### config.mk
export PLATFORM = sky130hd
export DESIGN_NAME = cbtd_top
export DESIGN_NICKNAME = d
export VERILOG_FILES = /design/src/pkg/cbtd_pkg.sv /design/src/core/cbtd_top.sv /design/src/core/cbtd_bit_timing.sv
export SDC_FILE = /design/constraint.sdc
export NUM_CORES = 1
export LEC_CHECK = 0
export ABC_AREA = 1
export BUFFER_PORTS_ARGS = -buffer_cell sky130_fd_sc_hd__buf_2
export CAP_MARGIN = 10
export CORE_AREA = 2 2 112 141
export DETAILED_ROUTE_END_ITERATION = 16
export DIE_AREA = 0 0 114 143
export HOLD_SLACK_MARGIN = 0.06
export PLACE_DENSITY = 0.65
export REMOVE_ABC_BUFFERS = 1
export SETUP_SLACK_MARGIN = 0.5
export SKIP_CTS_REPAIR_TIMING = 1
export SLEW_MARGIN = 20
export SYNTH_ARGS = -nofsm -noshare
export SYNTH_HDL_FRONTEND = slang
export SYNTH_SLANG_ARGS = --single-unit
### constraint.sdc
create_clock -name clk -period 4.9 [get_ports clk]
set_input_delay 0.49 -clock clk [delete_from_list [all_inputs] [get_ports clk]]
set_output_delay 0.49 -clock clk [all_outputs]
set_load 0.1 [all_outputs]
### src/pkg/cbtd_pkg.sv
// Contract
// - The time quantum lasts two times the six-bit prescaler field plus one oscillator cycles.
// - A transmitter computes the check sequence over start of frame through data and sends it.
// - A receiver computes the same check sequence, compares it and flags a CRC error on mismatch.
// - A transmitter drives the acknowledge slot recessive and samples it for a dominant level.
// - A recessive acknowledge slot seen by the transmitter is an acknowledge error.
// - A dominant level in either delimiter, end of frame or interframe space is a form error.
// - A transmitter raises a bit error when the monitored level differs from the driven bit, except as below.
// - Recessive sent and dominant read in arbitration or the acknowledge slot is no bit error.
// - The two-bit jump width field plus one gives a jump width of one to four quanta.
// - With triple sampling set, the receive line is sampled three times and the majority taken.
// - Phase segment 2 is the larger of phase 1 and two quanta, or the phase 2 field when selected.
// - Timing registers change only in configuration mode; other writes are ignored.
package cbtd_pkg;

   // Register offsets
   localparam logic [7:0] PHASE2_WAKEUP_CONFIG_OFS    = 8'h28;
   localparam logic [7:0] SEGMENT_SAMPLING_CONFIG_OFS = 8'h29;
   localparam logic [7:0] PRESCALER_JUMP_CONFIG_OFS   = 8'h2A;

   // Reset values
   localparam logic [7:0] PHASE2_WAKEUP_CONFIG_RST    = 8'h00;
   localparam logic [7:0] SEGMENT_SAMPLING_CONFIG_RST = 8'h00;
   localparam logic [7:0] PRESCALER_JUMP_CONFIG_RST   = 8'h00;

   // Field positions
   localparam int QUANTUM_PRESCALER_LSB    = 0;
   localparam int RESYNC_JUMP_WIDTH_LSB    = 6;
   localparam int PROPAGATION_LENGTH_LSB   = 0;
   localparam int PHASE1_LENGTH_LSB        = 3;
   localparam int TRIPLE_SAMPLE_SELECT_BIT = 6;
   localparam int PHASE2_LENGTH_SELECT_BIT = 7;
   localparam int PHASE2_LENGTH_LSB        = 0;
   localparam int WAKEUP_FILTER_ENABLE_BIT = 6;
   localparam logic [7:0] PHASE2_WAKEUP_RD_MASK = 8'h47;

   // Timing constants in quanta
   localparam logic [3:0] PROCESSING_TIME = 4'h2;

   // Check sequence
   localparam int          CRC_W    = 15;
   localparam logic [14:0] CRC_POLY = 15'h4599;

   // Frame position reported by the frame engine
   typedef enum logic [3:0] {
      CBTD_IDLE      = 4'h0,
      CBTD_SOF       = 4'h1,
      CBTD_ARB       = 4'h3,
      CBTD_CTRL      = 4'h2,
      CBTD_DATA      = 4'h6,
      CBTD_CRC       = 4'h7,
      CBTD_CRC_DELIM = 4'h5,
      CBTD_ACK_SLOT  = 4'h4,
      CBTD_ACK_DELIM = 4'hC,
      CBTD_EOF       = 4'hD,
      CBTD_IFS       = 4'hF,
      CBTD_ERRFRM    = 4'hE
   } cbtd_field_t;

   // Bit timing segment
   typedef enum logic [1:0] {
      CBTD_SEG_SYNC  = 2'h0,
      CBTD_SEG_TSEG1 = 2'h1,
      CBTD_SEG_TSEG2 = 2'h3
   } cbtd_seg_t;

   // Bit timing configuration
   typedef struct packed {
      logic [5:0] quantum_prescaler;
      logic [1:0] resync_jump_width;
      logic [2:0] propagation_length;
      logic [2:0] phase1_length;
      logic [2:0] phase2_length;
      logic       triple_sample_select;
      logic       phase2_length_select;
   } cbtd_timing_t;

   // Error events, one-cycle pulses
   typedef struct packed {
      logic crc_err;
      logic ack_err;
      logic form_err;
      logic bit_err;
   } cbtd_err_t;

endpackage

### src/core/cbtd_top.sv
`timescale 1ns/1ps
module cbtd_top #(
   parameter int WAKE_FILTER_CYCLES = 16
) (
   // Clock and reset
   input  wire logic                   clk,
   input  wire logic                   rst_n,
   // Host register access
   input  wire logic                   cfg_mode,
   input  wire logic                   reg_wr,
   input  wire logic                   reg_rd,
   input  wire logic [7:0]             reg_addr,
   input  wire logic [7:0]             reg_wdata,
   output logic [7:0]                  reg_rdata_q,
   // Bus pins
   input  wire logic                   can_rx,
   output logic                        can_tx_q,
   // Frame engine
   input  wire cbtd_pkg::cbtd_field_t  field,
   input  wire logic                   transmitting,
   input  wire logic                   tx_bit,
   input  wire logic                   crc_bit_en,
   // Results
   output logic                        sample_q,
   output logic                        rx_bit_q,
   output logic [cbtd_pkg::CRC_W-1:0]  crc_seq_q,
   output cbtd_pkg::cbtd_err_t         err_q,
   output logic                        error_frame_q,
   output logic                        repeat_req_q,
   output logic                        wake_q
);

   // Filter counter is 16 bits, so the span must fit in it; refused at elaboration
   if (WAKE_FILTER_CYCLES < 1 || WAKE_FILTER_CYCLES > 65535) begin : g_wake_range
      $error("WAKE_FILTER_CYCLES out of range");
   end

   logic [7:0]                prescaler_jump_config_q;
   logic [7:0]                segment_sampling_config_q;
   logic [7:0]                phase2_wakeup_config_q;
   cbtd_pkg::cbtd_timing_t    tcfg;
   logic                      rx_sync;
   logic                      sample_s;
   logic                      bit_val;
   logic                      crc_region;
   logic                      crc_in;
   logic                      crc_fb;
   logic [cbtd_pkg::CRC_W-1:0] rcv_crc_q;
   cbtd_pkg::cbtd_err_t       err_d;
   logic                      any_err;
   logic [15:0]               wake_cnt_q;

   // Register writes only take effect in configuration mode
   always_ff @(posedge clk) begin
      if (!rst_n) begin
         prescaler_jump_config_q   <= cbtd_pkg::PRESCALER_JUMP_CONFIG_RST;
         segment_sampling_config_q <= cbtd_pkg::SEGMENT_SAMPLING_CONFIG_RST;
         phase2_wakeup_config_q    <= cbtd_pkg::PHASE2_WAKEUP_CONFIG_RST;
      end else if (reg_wr && cfg_mode) begin
         case (reg_addr)
            cbtd_pkg::PRESCALER_JUMP_CONFIG_OFS:   prescaler_jump_config_q   <= reg_wdata;
            cbtd_pkg::SEGMENT_SAMPLING_CONFIG_OFS: segment_sampling_config_q <= reg_wdata;
            cbtd_pkg::PHASE2_WAKEUP_CONFIG_OFS:
               phase2_wakeup_config_q <= reg_wdata & cbtd_pkg::PHASE2_WAKEUP_RD_MASK;
            default: ;
         endcase
      end
   end

   // Registered read; unmapped addresses and unused bits read zero
   always_ff @(posedge clk) begin
      if (!rst_n) begin
         reg_rdata_q <= 8'h00;
      end else if (reg_rd) begin
         case (reg_addr)
            cbtd_pkg::PRESCALER_JUMP_CONFIG_OFS:   reg_rdata_q <= prescaler_jump_config_q;
            cbtd_pkg::SEGMENT_SAMPLING_CONFIG_OFS: reg_rdata_q <= segment_sampling_config_q;
            cbtd_pkg::PHASE2_WAKEUP_CONFIG_OFS:    reg_rdata_q <= phase2_wakeup_config_q;
            default:                               reg_rdata_q <= 8'h00;
         endcase
      end
   end

   // Unpack configuration fields
   assign tcfg.quantum_prescaler =
      prescaler_jump_config_q[cbtd_pkg::QUANTUM_PRESCALER_LSB +: 6];
   assign tcfg.resync_jump_width =
      prescaler_jump_config_q[cbtd_pkg::RESYNC_JUMP_WIDTH_LSB +: 2];
   assign tcfg.propagation_length =
      segment_sampling_config_q[cbtd_pkg::PROPAGATION_LENGTH_LSB +: 3];
   assign tcfg.phase1_length =
      segment_sampling_config_q[cbtd_pkg::PHASE1_LENGTH_LSB +: 3];
   assign tcfg.triple_sample_select =
      segment_sampling_config_q[cbtd_pkg::TRIPLE_SAMPLE_SELECT_BIT];
   assign tcfg.phase2_length_select =
      segment_sampling_config_q[cbtd_pkg::PHASE2_LENGTH_SELECT_BIT];
   assign tcfg.phase2_length =
      phase2_wakeup_config_q[cbtd_pkg::PHASE2_LENGTH_LSB +: 3];

   // Quantum generation, segment timing and sampling
   cbtd_bit_timing u_timing (
      .clk         (clk),
      .rst_n       (rst_n),
      .cfg         (tcfg),
      .can_rx      (can_rx),
      .bus_idle    (field == cbtd_pkg::CBTD_IDLE),
      .tx_dominant (transmitting && !can_tx_q),
      .rx_sync     (rx_sync),
      .sample_q    (sample_s),
      .bit_val_q   (bit_val)
   );

   // Driven level; the acknowledge slot is always left recessive by us
   always_ff @(posedge clk) begin
      if (!rst_n) begin
         can_tx_q <= 1'b1;
      end else if (!transmitting || field == cbtd_pkg::CBTD_ACK_SLOT) begin
         can_tx_q <= 1'b1;
      end else begin
         can_tx_q <= tx_bit;
      end
   end

   // Check sequence covers start of frame through data, stuff bits excluded
   assign crc_region = (field == cbtd_pkg::CBTD_SOF) || (field == cbtd_pkg::CBTD_ARB)
                    || (field == cbtd_pkg::CBTD_CTRL) || (field == cbtd_pkg::CBTD_DATA);
   assign crc_in     = transmitting ? tx_bit : bit_val;
   assign crc_fb     = crc_in ^ crc_seq_q[cbtd_pkg::CRC_W-1];

   // Running check sequence, shared by both directions
   always_ff @(posedge clk) begin
      if (!rst_n) begin
         crc_seq_q <= '0;
      end else if (field == cbtd_pkg::CBTD_IDLE || field == cbtd_pkg::CBTD_IFS) begin
         crc_seq_q <= '0;
      end else if (sample_s && crc_bit_en && crc_region) begin
         crc_seq_q <= {crc_seq_q[cbtd_pkg::CRC_W-2:0], 1'b0}
                      ^ (crc_fb ? cbtd_pkg::CRC_POLY : '0);
      end
   end

   // Received sequence collected during the check field
   always_ff @(posedge clk) begin
      if (!rst_n) begin
         rcv_crc_q <= '0;
      end else if (sample_s && crc_bit_en && field == cbtd_pkg::CBTD_CRC) begin
         rcv_crc_q <= {rcv_crc_q[cbtd_pkg::CRC_W-2:0], bit_val};
      end
   end

   // Error checks at each sample point
   always_comb begin
      err_d = '0;
      if (sample_s) begin
         err_d.crc_err  = !transmitting && (field == cbtd_pkg::CBTD_CRC_DELIM)
                          && (rcv_crc_q != crc_seq_q);
         err_d.ack_err  = transmitting && (field == cbtd_pkg::CBTD_ACK_SLOT)
                          && bit_val;
         err_d.form_err = !bit_val && ((field == cbtd_pkg::CBTD_CRC_DELIM)
                          || (field == cbtd_pkg::CBTD_ACK_DELIM)
                          || (field == cbtd_pkg::CBTD_EOF)
                          || (field == cbtd_pkg::CBTD_IFS));
         err_d.bit_err  = transmitting && (bit_val != can_tx_q)
                          && !(can_tx_q && !bit_val
                               && ((field == cbtd_pkg::CBTD_ARB)
                                   || (field == cbtd_pkg::CBTD_ACK_SLOT)));
      end
   end
   assign any_err = |err_d;

   // Error pulses, error frame request and repeat request
   always_ff @(posedge clk) begin
      if (!rst_n) begin
         err_q         <= '0;
         error_frame_q <= 1'b0;
         repeat_req_q  <= 1'b0;
         sample_q      <= 1'b0;
         rx_bit_q      <= 1'b1;
      end else begin
         err_q         <= err_d;
         error_frame_q <= any_err;
         repeat_req_q  <= any_err && transmitting;
         sample_q      <= sample_s;
         rx_bit_q      <= bit_val;
      end
   end

   // Wake-up filter: dominant must persist to count; short glitches are dropped
   always_ff @(posedge clk) begin
      if (!rst_n) begin
         wake_cnt_q <= 16'h0000;
         wake_q     <= 1'b0;
      end else if (!phase2_wakeup_config_q[cbtd_pkg::WAKEUP_FILTER_ENABLE_BIT]) begin
         wake_cnt_q <= 16'h0000;
         wake_q     <= !rx_sync;
      end else if (rx_sync) begin
         wake_cnt_q <= 16'h0000;
         wake_q     <= 1'b0;
      end else if (wake_cnt_q < 16'(WAKE_FILTER_CYCLES)) begin
         wake_cnt_q <= wake_cnt_q + 16'h0001;
         wake_q     <= 1'b0;
      end else begin
         wake_q     <= 1'b1;
      end
   end

endmodule // cbtd_top

### src/core/cbtd_bit_timing.sv
`timescale 1ns/1ps
module cbtd_bit_timing (
   // Clock and reset
   input  wire logic                  clk,
   input  wire logic                  rst_n,
   // Configuration
   input  wire cbtd_pkg::cbtd_timing_t cfg,
   // Bus side
   input  wire logic                  can_rx,
   input  wire logic                  bus_idle,
   input  wire logic                  tx_dominant,
   // Results
   output logic                       rx_sync,
   output logic                       sample_q,
   output logic                       bit_val_q
);

   logic                rx_m_q;
   logic                rx_s_q;
   logic                rx_p_q;
   logic [5:0]          pres_q;
   logic                half_q;
   cbtd_pkg::cbtd_seg_t seg_q;
   logic [4:0]          cnt_q;
   logic [4:0]          ext_q;
   logic [4:0]          shrink_q;
   logic                synced_q;
   logic [1:0]          hist_q;
   logic                half_tick;
   logic                tq_tick;
   logic [3:0]          ph1_len;
   logic [3:0]          ph2_len;
   logic [4:0]          t1_end;
   logic [4:0]          t2_end;
   logic [4:0]          sjw_len;
   logic                sync_ok;
   logic                restart;
   logic                sp;
   logic                bit_end;
   logic                maj;

   // Pin synchroniser; the second stage feeds logic, the third only the falling-edge detect
   always_ff @(posedge clk) begin
      if (!rst_n) begin
         rx_m_q <= 1'b1;
         rx_s_q <= 1'b1;
         rx_p_q <= 1'b1;
      end else begin
         rx_m_q <= can_rx;
         rx_s_q <= rx_m_q;
         rx_p_q <= rx_s_q;
      end
   end
   assign rx_sync = rx_s_q;

   // Segment lengths in quanta
   assign ph1_len = {1'b0, cfg.phase1_length} + 4'h1;
   assign ph2_len = cfg.phase2_length_select ? {1'b0, cfg.phase2_length} + 4'h1
                  : ((ph1_len > cbtd_pkg::PROCESSING_TIME) ? ph1_len
                                                          : cbtd_pkg::PROCESSING_TIME);
   assign t1_end  = {2'h0, cfg.propagation_length} + 5'h1 + {1'b0, ph1_len} + ext_q;
   assign t2_end  = {1'b0, ph2_len} - shrink_q;
   assign sjw_len = {3'h0, cfg.resync_jump_width} + 5'h1;

   // Half-quantum tick every prescaler+1 clocks, so a quantum is 2*(p+1) clocks
   assign half_tick = (pres_q == cfg.quantum_prescaler);
   assign tq_tick   = half_tick && half_q;
   assign sp        = tq_tick && (seg_q == cbtd_pkg::CBTD_SEG_TSEG1) && (cnt_q == t1_end - 5'h1);
   assign bit_end   = tq_tick && (seg_q == cbtd_pkg::CBTD_SEG_TSEG2) && (cnt_q >= t2_end - 5'h1);

   // Falling edge usable only once per bit and after a recessive sample
   assign sync_ok = rx_p_q && !rx_s_q && bit_val_q && !synced_q;
   assign restart = sync_ok && (bus_idle || ((seg_q == cbtd_pkg::CBTD_SEG_TSEG2)
                    && ((t2_end - cnt_q) <= sjw_len)));

   // Prescaler, restarted with the bit on a hard sync
   always_ff @(posedge clk) begin
      if (!rst_n) begin
         pres_q <= 6'h00;
         half_q <= 1'b0;
      end else if (restart) begin
         pres_q <= 6'h00;
         half_q <= 1'b0;
      end else begin
         pres_q <= half_tick ? 6'h00 : pres_q + 6'h01;
         half_q <= half_tick ? !half_q : half_q;
      end
   end

   // Segment sequencer
   always_ff @(posedge clk) begin
      if (!rst_n) begin
         seg_q <= cbtd_pkg::CBTD_SEG_SYNC;
         cnt_q <= 5'h00;
      end else if (restart) begin
         seg_q <= cbtd_pkg::CBTD_SEG_SYNC;
         cnt_q <= 5'h00;
      end else if (tq_tick) begin
         case (seg_q)
            cbtd_pkg::CBTD_SEG_SYNC: begin
               seg_q <= cbtd_pkg::CBTD_SEG_TSEG1;
               cnt_q <= 5'h00;
            end
            cbtd_pkg::CBTD_SEG_TSEG1: begin
               if (sp) begin
                  seg_q <= cbtd_pkg::CBTD_SEG_TSEG2;
                  cnt_q <= 5'h00;
               end else begin
                  cnt_q <= cnt_q + 5'h01;
               end
            end
            cbtd_pkg::CBTD_SEG_TSEG2: begin
               if (bit_end) begin
                  seg_q <= cbtd_pkg::CBTD_SEG_SYNC;
                  cnt_q <= 5'h00;
               end else begin
                  cnt_q <= cnt_q + 5'h01;
               end
            end
            default: begin
               seg_q <= cbtd_pkg::CBTD_SEG_SYNC;
               cnt_q <= 5'h00;
            end
         endcase
      end
   end

   // Resynchronisation: stretch phase 1 or cut phase 2 by at most the jump width
   always_ff @(posedge clk) begin
      if (!rst_n) begin
         ext_q    <= 5'h00;
         shrink_q <= 5'h00;
         synced_q <= 1'b0;
      end else if (bit_end) begin
         ext_q    <= 5'h00;
         shrink_q <= 5'h00;
         synced_q <= 1'b0;
      end else if (restart) begin
         ext_q    <= 5'h00;
         shrink_q <= 5'h00;
         synced_q <= 1'b1;
      end else if (sync_ok && (seg_q == cbtd_pkg::CBTD_SEG_TSEG1) && !tx_dominant) begin
         ext_q    <= ((cnt_q + 5'h01) < sjw_len) ? cnt_q + 5'h01 : sjw_len;
         synced_q <= 1'b1;
      end else if (sync_ok && (seg_q == cbtd_pkg::CBTD_SEG_TSEG2)) begin
         shrink_q <= sjw_len;
         synced_q <= 1'b1;
      end
   end

   // History of half-quantum samples ahead of the sample point
   always_ff @(posedge clk) begin
      if (!rst_n) begin
         hist_q <= 2'h3;
      end else if (half_tick) begin
         hist_q <= {hist_q[0], rx_s_q};
      end
   end

   // Two earlier half-quantum samples plus the current level vote
   assign maj = (hist_q[1] & hist_q[0]) | (hist_q[1] & rx_s_q) | (hist_q[0] & rx_s_q);

   // Sampled bit; idle bus is recessive
   always_ff @(posedge clk) begin
      if (!rst_n) begin
         sample_q  <= 1'b0;
         bit_val_q <= 1'b1;
      end else begin
         sample_q <= sp;
         if (sp) begin
            bit_val_q <= cfg.triple_sample_select ? maj : rx_s_q;
         end
      end
   end

endmodule // cbtd_bit_timing

==> impl_summary.md, run 1 <==
Outcome
The run finished with clean final reports.

Pwr
The share of total power consumed by net switching is between 20% and 30%. The portion of total power attributed to the clock network is 53.0%. The proportion of power drawn by combinational gates is 6.4%. The net switching power of the design is 542 uW. Power spread over the standard cell area amounts to 333 nW/um^2. The internal power summed over all cells is ~1.8 mW. The worst vdd rail ir drop is roughly 240 uV.

The completed layout was analyzed and its total power is 2.34 mW. The static leakage is 3.22 nW. Sequential cells account for about two fifths of the total power.

Worst setup path
In this run the worst setup path begins at segment_sampling_config_q[4]. Data arrives at the worst endpoint at 4.25 ns. The sort of element at the end of the critical path is a flip-flop.

At the worst endpoint, the required time is 5.19 ns. By startpoint and endpoint, the worst setup path is classified as reg -> reg. The sort of element at the start of the critical path is a flip-flop. For this run, the slowest stage of the critical path takes 0.52 ns. The critical path goes through inv_1, ha_1, nor2_1, o21ai_1, nand2_1, o21ai_0, ha_2, fa_1, inv_1, fa_1, xor2_1, ha_1, a21oi_1, o21ai_0, a21oi_1, nand4_1, nand2_1, nand2_1, nand2_4, inv_2, nand2_4, nor2_1. Broken down by cell family, the worst path's largest delay share belongs to adder cells. The buffer and inverter count on the worst path is 3. The cell with the biggest individual delay on the critical path is fa_1.

The launch point of the worst reg-to-reg path is segment_sampling_config_q[4]. The cell seen most often among critical-path stages is nand2_1. The maximum fanout along the worst path is 8.

Synth
The post-synthesis share of cell area spent on full adders, half adders and majority gates is 9.83%. The share of synthesized cell area in and, or, nand and nor gates is 22.9%. Summing the areas of all xor and xnor instances in the mapped netlist gives ~6.2% of the synthesized area. The per-instance average area after synthesis is 7.39 um^2.

Counting distinct cell types in the post-synthesis netlist gives 42. The number of enable-type register cells in the synthesized netlist is 0. The most common cell in the netlist is nand2_1. The largest total area in the synthesized netlist belongs to dfxtp_1. The number of warnings issued by yosys is 0. The number of instances in the synthesized netlist is 800. By area, the combinational part of the netlist is dominated by simple AND/OR/NAND/NOR gates. By area the synthesized netlist is led by dfxtp_1 39%, nand2_1 8.5%, inv_1 8.1%. The top cell type's share of synthesized area is 38.6%.

Of the synthesized area, sequential elements account for 38.6%. Summing the areas of all compound-gate instances in the mapped netlist gives 12.7% of the synthesized area. Summing every instance area after synthesis gives 5910 um^2. The share of synthesized area spent on multiplexers is less than 1%. In the synthesized netlist the dominant register cell turns out to be dfxtp_1. By count the netlist is led by 134 x nand2_1, 128 x inv_1, 114 x dfxtp_1, 97 x nor2_1, 67 x o21ai_0.

The async set or reset register ratio after synthesis is 0%. The register bit count reported by yosys is between 100 and 150.

Place
The final estimated routing congestion in global placement is 0.870. Once detailed placement completed, the half-perimeter wirelength came to 10.3 mm. Once placement finished, the instance area stood at about 6400 um^2. Timing analysis after detailed placement gives a worst setup slack of 0.751 ns. Buffers placed on the I/O ports in this run total 61. Including well taps, the total number of placed cells is 1030.

STA
The timing-limited maximum frequency is 0.253 GHz. In this run the tightest slew margin relative to its limit is 52.8%. The count of pins over their slew limit is 0. The measured slew at the worst slew-check pin is roughly 0.7 ns. Dividing the final minimum period by the clock period gives between 80% and 90%.

The setup TNS after final layout is 0 ns. The least setup slack across all paths after layout is 0.940 ns. The smallest clock period supported by the final layout is computed as between 3 and 4 ns.

The final clock skew is 0.00778 ns. The number of failing hold endpoints at the final stage is 0. Setup violations remaining at the end of the flow were counted as 0.

Setup repair after global routing left no endpoint under its margin.

Worst hold path
The type of the worst min-delay path is in -> reg. The startpoint identified for the worst hold timing path is can_rx.

Clocking
The tree built by TritonCTS fans out to ~110 sinks. The clock buffer count from CTS is 17. TritonCTS built the clock tree. The clock passes through at most 2 buffers.

After clock tree synthesis, the clock-pin slew on the worst setup and hold paths is ~0.050 ns. The later pin in the worst-skew pair is clocked with a latency of 0.41 ns. The number of levels the H-tree was split into is 4. The tree is rooted in a clkbuf_16.

Cells and area
The area growth from synthesis to final layout is 19.2%. The total number of nets in the final design is 939. In the final layout, the share of cells above drive strength 1 is between 10 and 15%. The finished cells cover 7040 um^2. The count of cells in the finished layout, fillers not included, comes to 1063. The total inserted antenna cells is 0.

Route
After detailed routing, the number of vias per cell comes to 4.85. The routed wire length per instance is 12.8 um. In the routed design, unresolved DRC markers number 0. The total detailed-routing wirelength is 13.6 mm. The number of iterations in the first detailed-routing pass is 4. The detail route stage leaves a number of antenna-violating nets equal to 0.

The total number of vias is approximately 5200. The number of DRC violations after detailed-routing iteration 0 is 270.

Global routing
The pin count of the biggest net entering global routing is 42. The number of global-route vias before repair is 4885. For this run, the total global-route usage over all layers was measured as 17.5%. The global-route congestion overflow total is 0. The wire length of the first global-routing pass is about 23 mm.

The initial antenna violation count is 0.

Die
The y dimension of the die is about 140 um. The die is 114 um wide. The floorplan row count is 50. Once the floorplan was initialized, standard cells occupied 39.7% of the core. The area enclosed by the die boundary is ~16000 um^2. 62 I/O pins were placed. The core region is 14900 um^2.

Flow run
Across the run, the number of max-cap violations was 0.
==> layout make-up <==
type | count | area [um^2]
clock inverters | 13 | 161
clock buffers | 19 | 443
well taps | 182 | 228
inverters | 134 | 503
multi-input cells | 538 | 3100
flip-flops and latches | 114 | 2280
fillers | 1493 | 7850
repair buffers | 63 | 320
==> cell families (layout without fill, tap and decap cells) <==
logic type,after synthesis,after routing
multiplexers,1,1
XOR/XNOR,41,41
buffers and inverters,148,229
AND/OR/NAND/NOR,311,311
AO/OA/AOI/OAI,142,142
flip-flops,114,114
adder cells (fa/ha/maj),43,43
==> cell usage in the layout (no fill, tap or decap), drive strengths merged, types with 3 or more instances in the layout <==
cell type / instances
a21oi: 56
buf: 63
bufinv: 3
clkbuf: 19
clkinv: 6
clkinvlp: 4
dfxtp: 114
fa: 6
ha: 36
inv: 134
nand2: 137
nand3: 35
nand3b: 3
nand4: 7
nor2: 101
nor3: 15
nor4: 7
o21ai: 71
o22ai: 7
or2: 5
xnor2: 23
xor2: 18
==> power groups by stage <==
stage | Sequential [mW] | Clock [mW] | Combinational, mW
final | 0.950 | 1.24 | 0.150
after global routing | 0.951 | 1.30 | 0.174
after CTS | 0.950 | 1.26 | 0.149
after detailed placement | 0.969 | 0 | 0.147
after global placement | 0.969 | 0 | 0.147
after floorplan | 0.970 | 0 | 0.0971
==> path summary, 6_finish.rpt <==
| path | to | slack (ns) | cells past startpoint |
|---|---|---|---|
| setup / recovery | u_timing.shrink_q[0] | 0.94 | 22 |
| hold / removal | u_timing.rx_m_q | 0.27 | 2 |
| setup reg to reg | u_timing.shrink_q[0] | 0.94 | 22 |
| hold reg to reg | u_timing.rx_sync | 0.41 | 1 |
==> through the flow <==
stage / util (%) / hold slack (ns)
global route: 47.3 / 0.272
floorplan: - / 0.393
CTS: 46.9 / 0.258
global placement: 42.9 / 0.394
detailed placement: 42.9 / 0.400
finish: 47.3 / 0.274
==> state kept, by name, summed over array words and instances, names as in the netlist, 3 cells and up <==
name	flops
reg_rdata_q	8
u_timing.pres_q	6
u_timing.ext_q	5
segment_sampling_config_q	8
u_timing.cnt_q	5
crc_seq_q	15
wake_cnt_q	16
err_q	4
phase2_wakeup_config_q	4
rcv_crc_q	15
u_timing.shrink_q	3
prescaler_jump_config_q	8
==> layer usage <==
layer | share of wire, % | global-route usage [%] | vias up
met2 | 51 | 30.3 | 68
li1 | - | - | 2702
met3 | 2.2 | 3.69 | 33
met4 | 3.9 | 9.44 | 0
met1 | 43 | 20.1 | 2355
met5 | 0 | 0 | -
No activity file was read; power rests on OpenSTA's default activity.
==> run 2, diff against run 1 <==
Settings changed: PLACE_DENSITY 0.65 to 0.67.
Clock period 4.9 ns to 3.2 ns, I/O delays scaled along.
==> run 2 against run 1 <==
Net effect: the flow now finishes with violations (negative setup slack); register-to-register slack got worse by 1.5 ns; critical path depth unchanged; clock power increased by 65%; routed wire length increased by 9.5%; worst hold slack got worse by 0.17 ns; first-iteration DRC count decreased by 14%; combinational power increased by 87%; critical path type unchanged; critical endpoint is now u_timing.ext_q[2]; highest routed layer unchanged.
==> impl_summary.md, run 2 (synthesized netlist as in run 1, its figures left out) <==
Outcome
The flow ran to the end, but the final reports show violations. The final reports fail on negative setup slack.

Route
The total number of vias is approximately 5400. The routed wire length per instance is 13.4 um. The detail route stage leaves a number of antenna-violating nets equal to 0. The number of iterations in the first detailed-routing pass is 5. The number of DRC violations after detailed-routing iteration 0 is 232. In the routed design, unresolved DRC markers number 0.

The total detailed-routing wirelength is 14.9 mm. After detailed routing, the number of vias per cell comes to 4.86.

Place
The HPWL after detailed placement is 10.8 mm. The number of placed instances, taps included is 1072. The placed standard-cell area is 6700 um^2. The number of buffers added on ports is 61. The congestion estimate from routability-driven global placement came to 0.842.

Die
From bottom edge to top edge, the die measures 143 um. The area enclosed by the die boundary is 16300 um^2. In this run the count of I/O pins placed on the die edge is between 60 and 70. The starting utilization of the core area is between 30% and 40%. The floorplan row count is 50.

The core region is 14900 um^2. The x dimension of the die is about 110 um.

Global routing
The met1 routing resource usage after global routing is 20.9%. The initial antenna violation count is 0. The layer with the highest usage is met2. The first global-routing pass estimated between 20 and 25 mm of wire. The number of global-route vias before repair is 5255. In the global route stage, met3 resource usage came out at under 10%. For this run the aggregate overflow at the end of global routing stands at 0. The pin count of the biggest net entering global routing is 41.

Global routing used 18.5% of the available tracks across all layers. In the global route stage, met2 resource usage came out at 32.9%.

Cells and area
After routing the design area is 7690 um^2. In the layout the commonest cells are 129 x nand2_1, 122 x inv_1, 112 x dfxtp_1. The post-route netlist has 22.7% of its cells at a drive strength greater than 1. The number of antenna diodes in the final layout is 0.

The largest registers in the layout are wake_cnt_q: 16 flops, crc_seq_q: 15 flops, rcv_crc_q: 15 flops. After the last flow step, the layout net total stands at 986. Once layout is complete, the cells apart from fillers number 1109.

More flip-flops sit in one register than any other, and that register is wake_cnt_q. From synthesis to final layout, the design area changed by 30.1%. The register with the most flip-flops in the layout has 16 of them. Leaving out fill and tap cells, the most frequent cell in the layout is nand2_1.

Pwr
Power comes to 3.77 mW. IR analysis of the VDD net gives a maximum drop of between 300 and 400 uV. The cell area power density is roughly 490 nW/um^2. The static leakage is 3.46 nW.

Clocking
The clock-pin slew on the worst setup and hold paths is 0.05 ns. The clock latency at the later pin of the worst-skew pair is around 0.4 ns. TritonCTS built the clock tree.

The largest buffer count on any clock path is 2. The number of levels the H-tree was split into is 4. The sink count of the clock tree is 114.

The clock buffer count from CTS is 17. The master cell of the clock root buffer is clkbuf_16.

STA
The worst relative slew slack is roughly 54%. The clock period minus worst slack is 3.74 ns. Setup repair after global routing could not meet its margin everywhere.

For the pin with the worst max-slew slack, the measured transition is about 0.7 ns. The least setup slack across all paths after layout is -0.544 ns. The count of pins over their slew limit is 0. Setup violations remaining at the end of the flow were counted as 25. The post-route fraction of the period consumed by the critical path is 117%.

Summed over all failing endpoints, the final setup total negative slack is -12.22 ns. The number of failing hold endpoints at the final stage is 0. The final clock skew is 0.0116 ns. The timing-limited maximum frequency is around 0.27 GHz.

Worst setup path
Setup slack on the worst reg-to-reg path comes out at -0.54 ns. The required time of the worst setup path is 3.49 ns. The worst setup path is captured at a flip-flop. Data on the critical path arrives at its endpoint at 4.03 ns. The worst setup path is of the reg -> reg kind. The sort of element at the start of the critical path is a flip-flop. Of all nets on the critical path, the largest fanout is 8.

Flow run
The max capacitance violation total is 0.

Worst hold path
The type of the worst min-delay path is in -> reg.
[run 2: cell count changes in the layout (fill, tap and decap cells not counted), moves of 6 or more]
cell	delta
nor2_1	-8
ha_1	-6
buf_4	+42
inv_1	-6
[run 2: metal layers]
metal | routed length, um | vias to the layer above
met5 | 0 | -
met2 | 7800 | 104
met4 | 482 | 0
met1 | 6200 | 2467
li1 | - | 2794
met3 | 392 | 26
[run 2: cell type report]
type,instances,area [um^2]
Clock buffer,18,429
Sequential cell,114,2290
Multi-Input combinational cell,538,3330
Timing Repair Buffer,110,692
Fill cell,1418,7200
Inverter,134,510
Clock inverter,13,208
Tap cell,182,228
[run 2: metrics by stage]
step                util, %  hold slack [ns]  setup slack [ns]
CTS                    49.3           0.0880            -0.674
global placement       45.0            0.398            -0.528
finish                 51.6            0.101            -0.544
global route           51.6           0.0885            -0.745
detailed placement     45.0            0.410            -0.663
floorplan                 -            0.393            -0.506
[run 2: worst paths after layout]
check / start / end / depth (start not counted)
max: segment_sampling_config_q[3] / u_timing.ext_q[2] / 22
min: can_rx / u_timing.rx_m_q / 2
min reg2reg: wake_cnt_q[7] / wake_cnt_q[7] / 2
max reg2reg: segment_sampling_config_q[3] / u_timing.ext_q[2] / 22
[run 2: power breakdown]
part | total, mW | switching [mW] | internal [mW] | leakage, nW
Clock | 2.04 | 0.663 | 1.38 | 0.299
Combinational | 0.280 | 0.172 | 0.107 | 2.24
Sequential | 1.45 | 0.0171 | 1.43 | 0.922
Total | 3.77 | 0.853 | 2.92 | 3.46
[run 2: critical path, cell delays in order, from the launching register on]
cell and delay, ns:
dfxtp_4 0.35, buf_4 0.14, ha_4 0.22, nor2_4 0.09
o21ai_2 0.06, nand2_1 0.06, o21ai_1 0.07, ha_2 0.21
fa_2 0.56, inv_2 0.05, fa_2 0.36, xor2_1 0.15
ha_1 0.32, a21oi_2 0.13, o21ai_1 0.07, a21oi_1 0.15
nand4_1 0.12, nand2_1 0.10, nand2_2 0.07, nand2_4 0.12
inv_8 0.06, nand2_8 0.10, nor2_1 0.04
==> run 3, diff against run 2 <==
Settings changed: CORE_AREA 2 2 112 141 to 2 2 129 162, DIE_AREA 0 0 114 143 to 0 0 131 164, PLACE_DENSITY 0.67 to 0.55.
==> run 3 against run 2 <==
Net effect: the flow still finishes with violations (negative setup slack); routed wire length shrank 1.6%; die area increased by 32%; critical path depth shrank 1; critical path type unchanged; largest cell class unchanged; largest power group unchanged; highest routed layer unchanged.
==> impl_summary.md, run 3 (synthesized netlist as in run 1, its figures left out) <==
Clocking
The clock latency at the later pin of the worst-skew pair is 0.41 ns. TritonCTS built the clock tree. CTS placed an instance of clkbuf_16 at the clock tree root. The clock buffer count from CTS is 17. The number of levels the H-tree was split into is 4.

The tree built by TritonCTS fans out to 114 sinks. After clock tree synthesis, the clock-pin slew on the worst setup and hold paths is 0.06 ns. No sink is reached through more buffers than the 2 on the longest clock path.

Cells and area
For this run, the share of the core covered by cells in the final layout is 38.3%. The post-route netlist has between 20% and 30% of its cells at a drive strength greater than 1. The final layout contains 981 nets. The flip-flop count of the largest register, all copies and words added is 16.

Leaving out fill and tap cells, the most frequent cells in the layout are 131 x nand2_1, 119 x inv_1, 112 x dfxtp_1. The number of filler instances in the final layout is 2076. The register bank with the most flops is wake_cnt_q. Leaving out fill and tap cells, the most frequent cell in the layout is nand2_1.

The largest registers in the layout are wake_cnt_q: 16 flops, crc_seq_q: 15 flops, rcv_crc_q: 15 flops. The number of antenna diodes in the final layout is 0. From synthesis to final layout, the design area changed by 29.5%.

Worst setup path
Traced cell by cell, the critical path runs through ha_4, xnor2_2, nand2_1, buf_4, a31oi_4, inv_2, fa_2, inv_2, fa_2, xor2_1, ha_1, a21oi_1, o21ai_1, a21oi_1, nand4_1, nand2_1, nand2_2, nand2_4, inv_8, nand2_8, nor2_4. The buffer and inverter count on the worst path is 4. The critical path's top delay family is adder cells.

The worst setup path is captured at a flip-flop. The cell with the biggest individual delay on the critical path is fa_2. The largest single stage delay on the critical path is approximately 0.56 ns. STA classifies the critical path startpoint as a flip-flop.

The critical path is of the reg -> reg type. Data arrives at the worst endpoint at 3.96 ns. In this run the worst path has a maximum fanout of 8. Data on the critical path is required at its endpoint by 3.50 ns.

Global routing
Global routing used about 14% of the available tracks across all layers. The global-route congestion overflow total is 0. Entering global routing, the biggest net connects 41 pins. The wire length of the first global-routing pass is between 20 and 25 mm. The initial antenna violation count is 0. The number of global-route vias before repair came to 5038.

STA
The clock period minus worst slack is 3.66 ns. The final clock skew is 0.00637 ns. On the final layout, the worst hold slack is 0.0928 ns. After layout, the worst setup slack is -0.457 ns. Measured against its own limit, the worst slew margin works out to between 50% and 60%. Setup violations remaining at the end of the flow were counted as 25. The measured slew at the worst slew-check pin is roughly 0.7 ns. The count of pins over their slew limit was 0.

The timing-limited maximum frequency is 0.273 GHz. Setup repair after global routing could not meet its margin everywhere. The number of failing hold endpoints at the final stage is 0. The post-route fraction of the period consumed by the critical path is 114%. Adding up every negative setup slack in the final design gives -10.05 ns.

Outcome
The flow ran to the end, but the final reports show violations. The checks that failed: negative setup slack.

Flow run
The max capacitance violation total is 0.

Pwr
The worst vdd rail ir drop is 448 uV. The power consumption is ~3.5 mW. Summed over all cells, the static leakage comes to 3.40 nW. The cell area power density is 457 nW/um^2.

Die
The y dimension of the die is 164 um. The floorplan row count is 58. The starting utilization of the core area is roughly 30%.

The floorplan core area is ~20000 um^2. The die covers around 21000 um^2. The x dimension of the die is 131 um. Pin placement for this block handled 62 I/O pins.

Route
The number of iterations in the first detailed-routing pass is 6. After detailed routing, the number of remaining DRC violations is 0. The total detailed-routing wirelength is 14.6 mm. Detailed routing inserted a total of 5262 vias. In the routed layout, each cell is associated on average with a via count of 4.41. The number of antenna-violating nets in the routed design is 0. The first routing iteration left between 150 and 200 violations.

Dividing the detail-routed wire length by the instance count gives 12.3 um.

Place
The detailed placer's ending HPWL is 11.1 mm. The placement-stage worst setup slack is -0.710 ns. The number of buffers added on ports is just over 60.

The final estimated routing congestion in global placement is 0.782.

Worst hold path
The type of the worst min-delay path is in -> reg.
[run 3: cell count changes in the layout (fill, tap and decap cells not counted), sizes merged]
| cell | change |
|---|---|
| clkbuf | -1 |
| clkinv | +5 |
| inv | +1 |
| buf | -5 |
| bufinv | -4 |
[run 3: final cells by class]
class | instances | area (um^2) | share of cell area (%)
multi-input cells | 538 | 3300 | 43.2
flip-flops and latches | 114 | 2290 | 29.9
repair buffers | 105 | 651 | 8.50
inverters | 134 | 513 | 6.70
clock buffers | 17 | 425 | 5.56
well taps | 270 | 338 | 4.42
clock inverters | 15 | 133 | 1.73
[run 3: power by group]
| group | total (mW) | internal, mW | switching, mW |
|---|---|---|---|
| clock | 1.78 | 1.07 | 0.715 |
| combinational | 0.266 | 0.101 | 0.165 |
| sequential | 1.45 | 1.43 | 0.0175 |
| total | 3.50 | 2.60 | 0.898 |
[run 3: final timing paths]
path,from,cells after the start,slack (ns),endpoint
setup / recovery,segment_sampling_config_q[3],21,-0.46,u_timing.ext_q[2]
hold / removal,can_rx,2,0.09,u_timing.rx_m_q
setup reg to reg,segment_sampling_config_q[3],21,-0.46,u_timing.ext_q[2]
hold reg to reg,u_timing.rx_m_q,1,0.42,u_timing.rx_sync
[run 3: worst reg2reg max path, delay by kind of cell (launching register included)]
| kind | cells | cell delay, ns |
|---|---|---|
| simple gates | 7 | 0.65 |
| fa+ha+maj | 4 | 1.39 |
| xor+xnor | 2 | 0.33 |
| compound gates | 4 | 0.51 |
| flops | 1 | 0.36 |
| buf+inv | 4 | 0.32 |
[run 3: routing by layer]
layer	global-route usage, %	vias to the layer above	routed length (um)
li1	-	2788	-
met1	16.7	2384	6320
met2	24.8	63	7580
met3	2.93	27	325
met4	6.43	0	403
met5	0	-	0
[run 3: metrics by stage]
stage	instance area [um^2]	std cells
after global placement	6790	1157
after floorplan	5840	786
after global routing	7650	1193
final	7650	1193
after detailed placement	6790	1157
after CTS	7350	1189
